`src/pkg/imm_regs.svh`:
```
// Purpose: address map, field positions, reset values and timing counts
//          of the internal data memory and special function registers
// Assumes: included by the package and by the top module
// Notes:   definitions only
`ifndef IMM_REGS_SVH
`define IMM_REGS_SVH

// ----------------------------------------------------------------------
// special function register direct addresses
// ----------------------------------------------------------------------
`define IMM_SFR_P0          8'h80
`define IMM_SFR_SP          8'h81
`define IMM_SFR_DPL         8'h82
`define IMM_SFR_DPH         8'h83
`define IMM_SFR_P1          8'h90
`define IMM_SFR_P2          8'hA0
`define IMM_SFR_P3          8'hB0
`define IMM_SFR_PSW         8'hD0
`define IMM_SFR_ACC         8'hE0
`define IMM_SFR_B           8'hF0

// ----------------------------------------------------------------------
// reset values and read value of empty addresses
// ----------------------------------------------------------------------
`define IMM_RST_PORT        8'hFF
`define IMM_RST_SP          8'h07
`define IMM_RST_ZERO        8'h00
`define IMM_UNIMPL_RD       8'h00

// ----------------------------------------------------------------------
// layout of the internal ram
// ----------------------------------------------------------------------
`define IMM_BANK_BASE       3'h0
`define IMM_BIT_AREA        4'h2
`define IMM_SCRATCH_BASE    8'h30
`define IMM_PSW_RS_MSB      4
`define IMM_PSW_RS_LSB      3
`define IMM_CODE_ONCHIP_LIM 16'h2000

// ----------------------------------------------------------------------
// reset pin qualification
// ----------------------------------------------------------------------
`define IMM_MC_CLOCKS       12
`define IMM_RST_MC          2
`define IMM_RST_HOLD        (`IMM_MC_CLOCKS * `IMM_RST_MC)

`endif

```
`src/pkg/imm_pkg.sv`:
```
// Purpose: types and address decoding shared by the memory map modules
// Assumes: imm_regs.svh on the include path
// Notes:   decode functions are used by the logic; assertions check their results against their own formulas
package imm_pkg;
`include "imm_regs.svh"

    // ------------------------------------------------------------------
    // access kinds issued by the core
    // ------------------------------------------------------------------
    typedef enum logic [2:0]
    {
        IMM_OP_DIR  = 3'h0,
        IMM_OP_IND  = 3'h1,
        IMM_OP_BIT  = 3'h2,
        IMM_OP_REG  = 3'h3,
        IMM_OP_PUSH = 3'h4,
        IMM_OP_POP  = 3'h5
    } imm_op_t;

    typedef enum logic [0:0]
    {
        IMM_ST_IDLE = 1'b0,
        IMM_ST_WAIT = 1'b1
    } imm_state_t;

    // ram byte reached by an access
    function automatic logic [7:0] imm_ram_addr(input imm_op_t op, input logic [7:0] a,
                                                input logic [7:0] sp, input logic [1:0] bank);
        logic [7:0] r;
        r = a;
        case (op)
            IMM_OP_REG:  r = {`IMM_BANK_BASE, bank, a[2:0]};
            IMM_OP_BIT:  r = {`IMM_BIT_AREA, a[6:3]};
            IMM_OP_PUSH: r = 8'(sp + 8'h01);
            IMM_OP_POP:  r = sp;
            default:     r = a;
        endcase
        return r;
    endfunction : imm_ram_addr

    // direct byte and bit accesses above 7FH go to the register space
    function automatic logic imm_is_sfr(input imm_op_t op, input logic [7:0] a);
        return ((op == IMM_OP_DIR) || (op == IMM_OP_BIT)) && a[7];
    endfunction : imm_is_sfr

endpackage : imm_pkg

```
`src/rtl/imm_ram.sv`:
```
// Purpose: 256 x 8 internal data ram, one write and one read port
// Assumes: read address sampled every edge
// Notes:   read data come out of a register, one cycle after the address
`timescale 1ns/1ps
module imm_ram
    import imm_pkg::*;
(
    input  wire logic       sys_clk,
    input  wire logic       we,
    input  wire logic [7:0] waddr,
    input  wire logic [7:0] wdata,
    input  wire logic [7:0] raddr,
    output logic      [7:0] rdata_q
);
    // ------------------------------------------------------------------
    // storage
    // ------------------------------------------------------------------
    logic [7:0] mem [0:255];   // whole ram, no reset on contents

    // write, then registered read of the old contents
    always_ff @(posedge sys_clk)
    begin
        if (we)
        begin
            mem[waddr] <= wdata;
        end
        rdata_q <= mem[raddr];
    end
endmodule : imm_ram

```
`src/rtl/imm_rst_hold.sv`:
```
// Purpose: qualifies the reset pin before it resets the memory map
// Assumes: pin synchronous to sys_clk
// Notes:   pin must stay high for two machine cycles of twelve clocks
`timescale 1ns/1ps
`include "imm_regs.svh"
module imm_rst_hold
    import imm_pkg::*;
(
    input  wire logic sys_clk,
    input  wire logic rstn,
    input  wire logic reset_pin,
    output logic      rst_req_q
);
    localparam int         HOLD_INT = `IMM_RST_HOLD;
    localparam logic [4:0] HOLD     = 5'(`IMM_RST_HOLD);

    typedef struct packed
    {
        logic [4:0] cnt;     // clocks the pin has been high
        logic       req;     // qualified reset request
    } imm_hold_t;

    imm_hold_t s_q;
    imm_hold_t s_d;

    // ------------------------------------------------------------------
    // count high samples, request once the hold time is met
    // ------------------------------------------------------------------
    always_comb
    begin
        s_d = s_q;
        if (reset_pin)
        begin
            s_d.cnt = (s_q.cnt == HOLD) ? s_q.cnt : 5'(s_q.cnt + 5'h01); // RULE_16
        end
        else
        begin
            s_d.cnt = 5'h00;
        end
        s_d.req = reset_pin && (s_d.cnt == HOLD); // RULE_16
    end

    always_ff @(posedge sys_clk or negedge rstn)
    begin
        if (!rstn)
        begin
            s_q <= '0;
        end
        else
        begin
            s_q <= s_d;
        end
    end

    assign rst_req_q = s_q.req;

    AST_RST_QUAL: assert property (@(posedge sys_clk) disable iff (!rstn) // RULE_16
        $rose(rst_req_q) |-> ($past(s_q.cnt) == 5'(HOLD_INT - 1)) && $past(reset_pin))
        else $error("reset taken before pin was held long enough");
endmodule : imm_rst_hold

```
`src/rtl/imm_data_map.sv`:
```
// Purpose: internal data memory and special function register map
// Assumes: core holds a request until acc_ready_q is high
// Notes:   one access in flight; answer one cycle after it is taken
`timescale 1ns/1ps
`include "imm_regs.svh"

// Overview of operation
// RULE_01: code and data spaces kept apart, 8K code on chip
// RULE_02: 256 bytes of ram beside the registers
// RULE_03: low 128 bytes reached directly and indirectly
// RULE_04: bytes 00H-1FH hold four register banks
// RULE_05: eight byte registers per bank
// RULE_06: bank zero selected after reset
// RULE_07: bytes 20H-2FH give bits 00H-7FH
// RULE_08: bytes 30H-7FH are plain scratch ram
// RULE_09: direct upper addresses reach function registers
// RULE_10: empty register addresses read junk, ignore writes
// RULE_11: software writes no ones to empty addresses
// RULE_12: stack pointer eight bits, reset to 07H
// RULE_13: stack pointer incremented before push writes
// RULE_14: data pointer sixteen bits or two bytes
// RULE_15: second register feeds multiply and divide
// RULE_16: reset pin held two machine cycles resets
// RULE_17: port registers are the port output latches
// RULE_18: indirect upper addresses reach upper ram
// RULE_19: status word field picks bank, offset eight
module imm_data_map
    import imm_pkg::*;
(
    input  wire logic        sys_clk,
    input  wire logic        rstn,
    input  wire logic        reset_pin,
    input  wire logic        acc_valid,
    input  wire imm_op_t     acc_op,
    input  wire logic        acc_write,
    input  wire logic [7:0]  acc_addr,
    input  wire logic [7:0]  acc_wdata,
    input  wire logic        acc_bit,
    input  wire logic        data_pointer_load,
    input  wire logic [15:0] data_pointer_wdata,
    input  wire logic        data_pointer_inc,
    input  wire logic        md_write,
    input  wire logic [7:0]  md_b_data,
    input  wire logic [15:0] code_addr,
    output logic             acc_ready_q,
    output logic             rd_valid_q,
    output logic [7:0]       rd_data_q,
    output logic [7:0]       stack_pointer_q,
    output logic [15:0]      data_pointer_q,
    output logic [7:0]       accumulator_q,
    output logic [7:0]       b_register_q,
    output logic [1:0]       reg_bank_q,
    output logic [7:0]       port_zero_latch_q,
    output logic [7:0]       port_one_latch_q,
    output logic [7:0]       port_two_latch_q,
    output logic [7:0]       port_three_latch_q,
    output logic             code_internal_q
);
    // ------------------------------------------------------------------
    // state
    // ------------------------------------------------------------------
    typedef struct packed
    {
        imm_state_t st;         // access sequencer
        logic       ready;      // free to take a request
        logic       done;       // answer strobe
        logic [7:0] rdata;      // answer data
        logic       wr;         // access writes
        logic       bitop;      // single bit access
        logic       special_function_register;        // access goes to register space
        logic       bitv;       // bit value to write
        logic [7:0] addr;       // address as issued
        logic [7:0] ram_a;      // ram byte of the access
        logic [7:0] wdata;      // byte to write
        logic [7:0] sp;         // stack_pointer
        logic [7:0] data_pointer_high;        // data_pointer_high
        logic [7:0] data_pointer_low;        // data_pointer_low
        logic [7:0] acc;        // accumulator
        logic [7:0] b;          // second arithmetic register
        logic [7:0] program_status_word;        // program_status_word, bit 0 unused
        logic [7:0] p0;         // port_zero_latch
        logic [7:0] p1;         // port_one_latch
        logic [7:0] p2;         // port_two_latch
        logic [7:0] p3;         // port_three_latch
        logic       code_int;   // code address lies on chip
    } imm_core_t;

    localparam imm_core_t RST_VAL = '{
        st: IMM_ST_IDLE, ready: 1'b1, done: 1'b0, rdata: `IMM_RST_ZERO,
        wr: 1'b0, bitop: 1'b0, special_function_register: 1'b0, bitv: 1'b0,
        addr: `IMM_RST_ZERO, ram_a: `IMM_RST_ZERO, wdata: `IMM_RST_ZERO,
        sp: `IMM_RST_SP, data_pointer_high: `IMM_RST_ZERO, data_pointer_low: `IMM_RST_ZERO,
        acc: `IMM_RST_ZERO, b: `IMM_RST_ZERO, program_status_word: `IMM_RST_ZERO,
        p0: `IMM_RST_PORT, p1: `IMM_RST_PORT, p2: `IMM_RST_PORT,
        p3: `IMM_RST_PORT, code_int: 1'b0};

    imm_core_t  s_q;         // registered state
    imm_core_t  s_d;         // next state
    logic       rst_req;     // qualified reset pin
    logic       ram_we;      // ram write strobe
    logic [7:0] ram_wd;      // ram write data
    logic [7:0] ram_ra;      // ram read address
    logic [7:0] ram_rd;      // ram read data, registered
    logic [7:0] sfr_byte;    // register byte of the access in flight
    logic [7:0] cur;         // byte read for the access in flight
    logic [7:0] newb;        // byte written back
    logic       take;        // request taken this edge

    // ------------------------------------------------------------------
    // register space read
    // ------------------------------------------------------------------
    function automatic logic [7:0] sfr_rd(input imm_core_t s, input logic [7:0] a);
        logic [7:0] r;
        r = `IMM_UNIMPL_RD; // RULE_10
        case (a)
            `IMM_SFR_P0:  r = s.p0;
            `IMM_SFR_SP:  r = s.sp;
            `IMM_SFR_DPL: r = s.data_pointer_low;
            `IMM_SFR_DPH: r = s.data_pointer_high;
            `IMM_SFR_P1:  r = s.p1;
            `IMM_SFR_P2:  r = s.p2;
            `IMM_SFR_P3:  r = s.p3;
            `IMM_SFR_PSW: r = {s.program_status_word[7:1], ^s.acc};
            `IMM_SFR_ACC: r = s.acc;
            `IMM_SFR_B:   r = s.b;
            default:      r = `IMM_UNIMPL_RD; // RULE_10
        endcase
        return r;
    endfunction : sfr_rd

    // ------------------------------------------------------------------
    // register space write, empty addresses change nothing
    // ------------------------------------------------------------------
    function automatic imm_core_t sfr_wr(input imm_core_t s, input logic [7:0] a,
                                         input logic [7:0] d);
        imm_core_t r;
        r = s;
        case (a)
            `IMM_SFR_P0:  r.p0 = d; // RULE_17
            `IMM_SFR_SP:  r.sp = d; // RULE_12
            `IMM_SFR_DPL: r.data_pointer_low = d; // RULE_14
            `IMM_SFR_DPH: r.data_pointer_high = d; // RULE_14
            `IMM_SFR_P1:  r.p1 = d; // RULE_17
            `IMM_SFR_P2:  r.p2 = d; // RULE_17
            `IMM_SFR_P3:  r.p3 = d; // RULE_17
            `IMM_SFR_PSW: r.program_status_word = {d[7:1], 1'b0};
            `IMM_SFR_ACC: r.acc = d;
            `IMM_SFR_B:   r.b = d; // RULE_15
            default:      r = s; // RULE_10 RULE_11
        endcase
        return r;
    endfunction : sfr_wr

    // ------------------------------------------------------------------
    // sub blocks
    // ------------------------------------------------------------------
    imm_rst_hold u_rst_hold
    (
        .sys_clk   (sys_clk),
        .rstn      (rstn),
        .reset_pin (reset_pin),
        .rst_req_q (rst_req)
    );

    imm_ram u_ram // RULE_02
    (
        .sys_clk (sys_clk),
        .we      (ram_we),
        .waddr   (s_q.ram_a),
        .wdata   (ram_wd),
        .raddr   (ram_ra),
        .rdata_q (ram_rd)
    );

    assign take = acc_valid && s_q.ready && (s_q.st == IMM_ST_IDLE);
    // bank field offsets working registers by eight per bank
    assign ram_ra = imm_ram_addr(acc_op, acc_addr, s_q.sp,
                                 s_q.program_status_word[`IMM_PSW_RS_MSB:`IMM_PSW_RS_LSB]); // RULE_04 RULE_05 RULE_19
    assign sfr_byte = s_q.bitop ? {s_q.addr[7:3], 3'h0} : s_q.addr;

    // ------------------------------------------------------------------
    // next state
    // ------------------------------------------------------------------
    always_comb
    begin
        s_d    = s_q;
        s_d.done = 1'b0;
        ram_we = 1'b0;
        ram_wd = `IMM_RST_ZERO;
        cur    = `IMM_RST_ZERO;
        newb   = `IMM_RST_ZERO;
        // only the low 8K of code space sits on chip
        s_d.code_int = (code_addr < `IMM_CODE_ONCHIP_LIM); // RULE_01
        unique case (s_q.st)
            IMM_ST_IDLE:
            begin
                // latch the request and its decoded targets
                if (take)
                begin
                    s_d.st    = IMM_ST_WAIT;
                    s_d.ready = 1'b0;
                    s_d.wr    = acc_write;
                    s_d.bitop = (acc_op == IMM_OP_BIT); // RULE_07
                    s_d.special_function_register   = imm_is_sfr(acc_op, acc_addr); // RULE_09 RULE_18
                    s_d.addr  = acc_addr;
                    s_d.ram_a = ram_ra; // RULE_03 RULE_08
                    s_d.wdata = acc_wdata;
                    s_d.bitv  = acc_bit;
                    if (acc_op == IMM_OP_PUSH)
                    begin
                        s_d.sp = 8'(s_q.sp + 8'h01); // RULE_13
                        s_d.wr = 1'b1;
                    end
                    else if (acc_op == IMM_OP_POP)
                    begin
                        s_d.sp = 8'(s_q.sp - 8'h01);
                        s_d.wr = 1'b0;
                    end
                end
            end
            IMM_ST_WAIT:
            begin
                // read the byte, answer, write back if asked
                cur = s_q.special_function_register ? sfr_rd(s_q, sfr_byte) : ram_rd;
                if (s_q.bitop)
                begin
                    s_d.rdata = {7'h00, cur[s_q.addr[2:0]]}; // RULE_07
                    newb = cur;
                    newb[s_q.addr[2:0]] = s_q.bitv;
                end
                else
                begin
                    s_d.rdata = cur;
                    newb = s_q.wdata;
                end
                if (s_q.wr && s_q.special_function_register)
                begin
                    s_d = sfr_wr(s_d, sfr_byte, newb); // RULE_09
                end
                else if (s_q.wr)
                begin
                    ram_we = 1'b1;
                    ram_wd = newb;
                end
                s_d.done  = 1'b1;
                s_d.ready = 1'b1;
                s_d.st    = IMM_ST_IDLE;
            end
        endcase
        // whole sixteen bit data pointer port wins over byte writes
        if (data_pointer_load)
        begin
            {s_d.data_pointer_high, s_d.data_pointer_low} = data_pointer_wdata; // RULE_14
        end
        else if (data_pointer_inc)
        begin
            {s_d.data_pointer_high, s_d.data_pointer_low} = 16'({s_q.data_pointer_high, s_q.data_pointer_low} + 16'h0001); // RULE_14
        end
        // multiply and divide result into the second register
        if (md_write)
        begin
            s_d.b = md_b_data; // RULE_15
        end
        // qualified reset pin returns the whole state register to reset values; ram contents are kept
        if (rst_req)
        begin
            s_d = RST_VAL; // RULE_06 RULE_12 RULE_16
        end
    end

    // ------------------------------------------------------------------
    // state register
    // ------------------------------------------------------------------
    always_ff @(posedge sys_clk or negedge rstn)
    begin
        if (!rstn)
        begin
            s_q <= RST_VAL; // RULE_06 RULE_12
        end
        else
        begin
            s_q <= s_d;
        end
    end

    // ------------------------------------------------------------------
    // outputs, all from the state register
    // ------------------------------------------------------------------
    assign acc_ready_q        = s_q.ready;
    assign rd_valid_q         = s_q.done;
    assign rd_data_q          = s_q.rdata;
    assign stack_pointer_q    = s_q.sp;
    assign data_pointer_q     = {s_q.data_pointer_high, s_q.data_pointer_low};
    assign accumulator_q      = s_q.acc;
    assign b_register_q       = s_q.b;
    assign reg_bank_q         = s_q.program_status_word[`IMM_PSW_RS_MSB:`IMM_PSW_RS_LSB];
    assign port_zero_latch_q  = s_q.p0;
    assign port_one_latch_q   = s_q.p1;
    assign port_two_latch_q   = s_q.p2;
    assign port_three_latch_q = s_q.p3;
    assign code_internal_q    = s_q.code_int;

    // ------------------------------------------------------------------
    // checks
    // ------------------------------------------------------------------
    AST_RESET_VALUES: assert property (@(posedge sys_clk) disable iff (!rstn) // RULE_12
        rst_req |=> (s_q.sp == 8'h07) && (reg_bank_q == 2'h0) && (s_q.p0 == 8'hFF))
        else $error("reset values wrong after reset request");
    AST_PUSH_PRE_INC: assert property (@(posedge sys_clk) disable iff (!rstn) // RULE_13
        (take && acc_op == IMM_OP_PUSH && !rst_req && !md_write)
        |=> ram_we && (s_q.ram_a == s_q.sp) && (s_q.sp == 8'($past(s_q.sp) + 8'h01)))
        else $error("push did not increment before writing");
    AST_BANK_OFFSET: assert property (@(posedge sys_clk) disable iff (!rstn) // RULE_19
        (take && acc_op == IMM_OP_REG)
        |-> ram_ra == 8'({s_q.program_status_word[4:3], 3'h0} + {5'h00, acc_addr[2:0]}))
        else $error("working register not offset by bank");
    AST_BIT_MAP: assert property (@(posedge sys_clk) disable iff (!rstn) // RULE_07
        (take && acc_op == IMM_OP_BIT && !acc_addr[7])
        |-> ram_ra == 8'(8'h20 + {5'h00, acc_addr[6:3]}))
        else $error("bit address maps to wrong byte");
    AST_IND_UPPER: assert property (@(posedge sys_clk) disable iff (!rstn) // RULE_18
        (take && acc_op == IMM_OP_IND) |=> !s_q.special_function_register && (s_q.ram_a == $past(acc_addr)))
        else $error("indirect access left the ram");
    AST_DIR_UPPER: assert property (@(posedge sys_clk) disable iff (!rstn) // RULE_09
        (take && acc_op == IMM_OP_DIR) |=> (s_q.special_function_register == $past(acc_addr[7])))
        else $error("direct access decoded to wrong space");
    AST_EMPTY_WRITE: assert property (@(posedge sys_clk) disable iff (!rstn) // RULE_10
        (s_q.st == IMM_ST_WAIT && s_q.wr && s_q.special_function_register && !s_q.bitop
         && s_q.addr == 8'h85 && !rst_req && !data_pointer_load && !data_pointer_inc && !md_write)
        |=> $stable({s_q.sp, s_q.data_pointer_high, s_q.data_pointer_low, s_q.acc, s_q.b, s_q.program_status_word, s_q.p0, s_q.p1}))
        else $error("write to empty address changed a register");
    AST_DATA_POINTER_WORD: assert property (@(posedge sys_clk) disable iff (!rstn) // RULE_14
        (data_pointer_load && !rst_req) |=> data_pointer_q == $past(data_pointer_wdata))
        else $error("data pointer word load lost");
    AST_MD_OPERAND: assert property (@(posedge sys_clk) disable iff (!rstn) // RULE_15
        (md_write && !rst_req) |=> b_register_q == $past(md_b_data))
        else $error("multiply divide result missing in second register");
    AST_ANSWER_TIME: assert property (@(posedge sys_clk) disable iff (!rstn) // RULE_03
        (take && !rst_req) |=> !acc_ready_q ##1 (rd_valid_q && acc_ready_q))
        else $error("answer not given one cycle after take");
    AST_CODE_SPACE: assert property (@(posedge sys_clk) disable iff (!rstn) // RULE_01
        !rst_req |=> code_internal_q == ($past(code_addr[15:13]) == 3'h0))
        else $error("on chip code window wrong");
endmodule : imm_data_map

```
`config.mk`:
```
export PLATFORM = sky130hd
export DESIGN_NAME = imm_data_map
export DESIGN_NICKNAME = d
export VERILOG_FILES = /design/src/pkg/imm_pkg.sv /design/src/rtl/imm_ram.sv /design/src/rtl/imm_rst_hold.sv /design/src/rtl/imm_data_map.sv
export VERILOG_INCLUDE_DIRS = /design/src /design/src/pkg
export SDC_FILE = /design/constraint.sdc
export NUM_CORES = 2
export LEC_CHECK = 0
export ABC_AREA = 1
export BUFFER_PORTS_ARGS = -buffer_cell sky130_fd_sc_hd__buf_2
export CAP_MARGIN = 20
export CORE_ASPECT_RATIO = 0.75
export CORE_MARGIN = 2
export CORE_UTILIZATION = 30
export DETAILED_ROUTE_END_ITERATION = 16
export PLACE_DENSITY = 0.42
export SETUP_SLACK_MARGIN = 0.2
export SLEW_MARGIN = 20
export SYNTH_ARGS = -nofsm -noshare
export SYNTH_HDL_FRONTEND = slang
export SYNTH_HIERARCHICAL = 1
export SYNTH_SLANG_ARGS = --single-unit
```
`constraint.sdc`:
```
create_clock -name sys_clk -period 9.6 [get_ports sys_clk]
set_input_delay 0.48 -clock sys_clk [delete_from_list [all_inputs] [get_ports sys_clk]]
set_output_delay 0.48 -clock sys_clk [all_outputs]
set_load 0.005 [all_outputs]
```
==> results.sh <==
export IMPL_status="finished, final reports clean"
export IMPL_path_max_fanout=161
export IMPL_maxSlewViolCount=0
export IMPL_cts_made_buffers=226
export IMPL_peakVddDrop_v=0.0001440
export IMPL_post_cts_resized=0
export IMPL_ys_flop_type="edfxtp_1"
export IMPL_cp_end_kind="flop"
export IMPL_grt_pass1_wl_um=419700
export IMPL_synth_avg_cell_area_um2=11.22
export IMPL_hp_class="in2reg"
export IMPL_grt_ovfl_total=0
export IMPL_yosysUniqueCellTypes=49
export IMPL_syn_area_um2=91700
export IMPL_cts_htree_levels=4
export IMPL_tns_ns=0
export IMPL_core_area_um2=303700
export IMPL_die_area_um2=310100
export IMPL_seq_area_frac_synth_pct=70.70
export IMPL_crit_slowest_cell="nor2_1"
export IMPL_clkSlewWorstSetupHoldPaths_ns=0.07
export IMPL_layout_common_cells="2372 x nand2_1, 2156 x nand3_1, 2048 x edfxtp_1, 421 x nor2_1, 228 x clkbuf_16"
export IMPL_rsz0062_at_grt="no"
export IMPL_power_density_nw_per_um2=229.8
export IMPL_via_per_inst=4.974
export IMPL_slew_limit_headroom_pct=23.52
export IMPL_maxCapViolations=0
export IMPL_cp_common_cell="nand3_1"
export IMPL_tightestPinTransition_ns=1.143
export IMPL_fin_crit_sh_pct=60.59
export IMPL_first_pass_iters=5
export IMPL_power_leakage_uw=0.03673
export IMPL_die_w_um=642.4
export IMPL_design_area_um2=102900
export IMPL_drt_iter0_markers=6091
export IMPL_die_h_um=482.8
export IMPL_vias=61350
export IMPL_clock_latency_ns=0.91
export IMPL_reg2reg_depth=17
export IMPL_dp_hpwl_um=164400
export IMPL_postSynth_asyncResetShare_pct=5.731
export IMPL_synth_edf_count=2048
export IMPL_drc=0
export IMPL_holdPathStages=3
export IMPL_nets=8156
export IMPL_setup_worst_path_class="in2reg"
export IMPL_yosys_warnings=6
export IMPL_max_clock_path_buffers=4
export IMPL_antenna_found_initial=23
export IMPL_ys_ff_latch=2181
export IMPL_drive_above_1_share_pct=7.893
export IMPL_crit_arrival_ns=6.60
export IMPL_grt_max_degree=186
export IMPL_cts_tree="yes"
export IMPL_slowest_delay_ns=0.65
export IMPL_initial_core_util_pct=30.19
export IMPL_place_area_um2=95410
export IMPL_clock_sinks=2181
export IMPL_final_common_cell="nand2_1"
export IMPL_grt_pass1_vias=57580
export IMPL_cts_root_buf="clkbuf_16"
export IMPL_rows=175
export IMPL_max_freq_ghz=0.1719
export IMPL_wirelength_um=290600
export IMPL_wl_per_cell_um=23.56
export IMPL_netlist_instances=8172
export IMPL_ioPinCount=153
export IMPL_synth_nets=8245
export IMPL_area_growth_pct=12.27
export IMPL_io_buffers=139
export IMPL_cp_start_kind="primary input"
export IMPL_finalSetupViolCount=0
export IMPL_grtUsageTotal_pct=18.28
export IMPL_ant_nets=0
export IMPL_place_congestion=0.8308
export IMPL_period_minus_slack_ns=5.816
export IMPL_hold_viol_final=0
export IMPL_crit_required_ns=10.38
export IMPL_clock_skew_ns=0.05035
export IMPL_crit_chain="dlygate4sd3_1 > buf_2 > inv_1 > nor2_1 > inv_1 > nor2_1 > inv_1 > o22ai_1 > a21oi_1 > o21a_1 > inv_8 > inv_16 > buf_12 > buf_4 > nand2_1 > nand3_1 > nand3_1 > nand3_1 > nand3_1 > nand3_1 > nand3_1 > nand2_1 > nand2_1 > nand2_1"
[area by class of cell]
| type | instances | area (um2) |
|---|---|---|
| tap | 4071 | 5094 |
| clock buffer | 287 | 5967 |
| inverter | 152 | 621.8 |
| multi-input combinational | 5237 | 23200 |
| fill | 30250 | 200800 |
| sequential | 2181 | 64830 |
| clock inverter | 118 | 1042 |
| antenna | 5 | 12.51 |
| timing repair buffer | 285 | 2177 |
[registers in the layout (all words and copies together), names as in the netlist, 2 cells and up]
signal,count
u_ram/mem,2048
s_q,34
b_register_q,8
port_zero_latch_q,8
port_two_latch_q,8
stack_pointer_q,8
port_three_latch_q,8
data_pointer_q,16
u_rst_hold/s_q,5
rd_data_q,8
reg_bank_q,2
u_ram/rdata_q,8
port_one_latch_q,8
accumulator_q,8
[layer usage]
layer	GRT usage, %	part of all wire [%]	up-vias
met5	0	0.0045	-
met4	4.192	2.1	2
met3	2.961	6.0	357
met2	27.05	43	1758
met1	27.89	49	30790
li1	-	-	28450
[power by group]
group | leakage [uW] | switching, uW | internal (uW)
clock network | 0.00343 | 3750 | 4850
logic | 0.0122 | 3280 | 1040
registers | 0.0211 | 216 | 10500
[path summary, 6_finish.rpt]
kind	startpoint	to	slack (ns)
min reg2reg	acc_ready_q$_DFFE_PN1N_	acc_ready_q$_DFFE_PN1N_	0.48
max	acc_op[2]	u_ram/rdata_q[7]$_DFF_P_	3.78
min in group asynchronous	rstn	data_pointer_q[6]$_DFFE_PN0P_	0.18
max reg2reg	stack_pointer_q[0]$_DFFE_PN1P_	u_ram/rdata_q[5]$_DFF_P_	4.14
max in group asynchronous	rstn	s_q[103]$_DFFE_PN0P_	8.07
min	md_write	b_register_q[5]$_DFFE_PN0P_	0.08
[logic make-up (layout without fill, tap and decap cells)]
kind of cell / after synthesis / count (layout) / synth area share, %
muxes: 2 / 2 / 0.02456
xor gates and xnor gates: 12 / 12 / 0.1146
and+or+nand+nor: 5042 / 5042 / 23.80
other: 0 / 5 / 0
adders and majority gates: 5 / 5 / 0.06823
buffers and inverters: 754 / 842 / 4.162
DFF: 2181 / 2181 / 70.70
AOI/OAI and AO/OA: 176 / 176 / 1.123
[worst max-delay path: cells and delay by family]
family	cells	cell delay, ns
simple gates	12	2.64
buf+inv	9	2.62
compound gates	3	0.42
[timing repair]
action / 4_1_cts / 5_1_grt
hold buffers: 50 / 0
buffers inserted: 0 / 0
hold endpoints to repair: 118 / 0
[stage by stage]
step                      cells  util [%]  worst slack, ns  hold WS (ns)  power [uW]
after floorplan            8172         -           0.7140        0.1844       13600
after global placement    11880     31.42            3.540        0.4692       15230
after detailed placement  11880     31.42            3.557        0.4761       15240
after CTS                 12330     33.89            3.981     0.0009053       23880
after global routing      12330     33.89            3.474       0.03299       24660
final                     12340     33.90            3.784       0.08213       23650
[cells in the mapped netlist, types with 2 or more instances]
cell type  count  area, um2
edfxtp_1    2048      61500
buf_2        273       1366
nor2_1       432       1622
clkbuf_1     135      506.7
nor3_1        15      75.07
nor2_2         6      37.54
nor4_1         2      12.51
buf_4        132      991.0
nand2_1     2386       8956
nand4_1        8      50.05
dfrtp_1       89       2227
o21ai_1        3      15.01
o21a_1         2      15.01
or2_2         11      68.82
inv_2          6      22.52
nand3_1     2156      10790
dfstp_2       36      945.9
dfxtp_1        8      160.2
o21ai_0       74      370.4
a32o_1         2      20.02
o211ai_1       2      15.01
clkinv_1       3      11.26
a22o_1         5      43.79
xnor2_1        5      43.79
o21bai_4       2      37.54
a31oi_1       34      212.7
a22oi_1        5      37.54
nand3_2        3      30.03
nand3b_1       2      15.01
o22ai_1       14      87.58
mux2_2         2      22.52
ha_1           5      62.56
buf_6         18      202.7
nand2_2       14      87.58
inv_1        142      533.0
xor2_1         7      61.31
a21oi_1       30      150.1
buf_1         43      161.4
nand2_4        2      22.52
(Power assumes the default switching activity.)
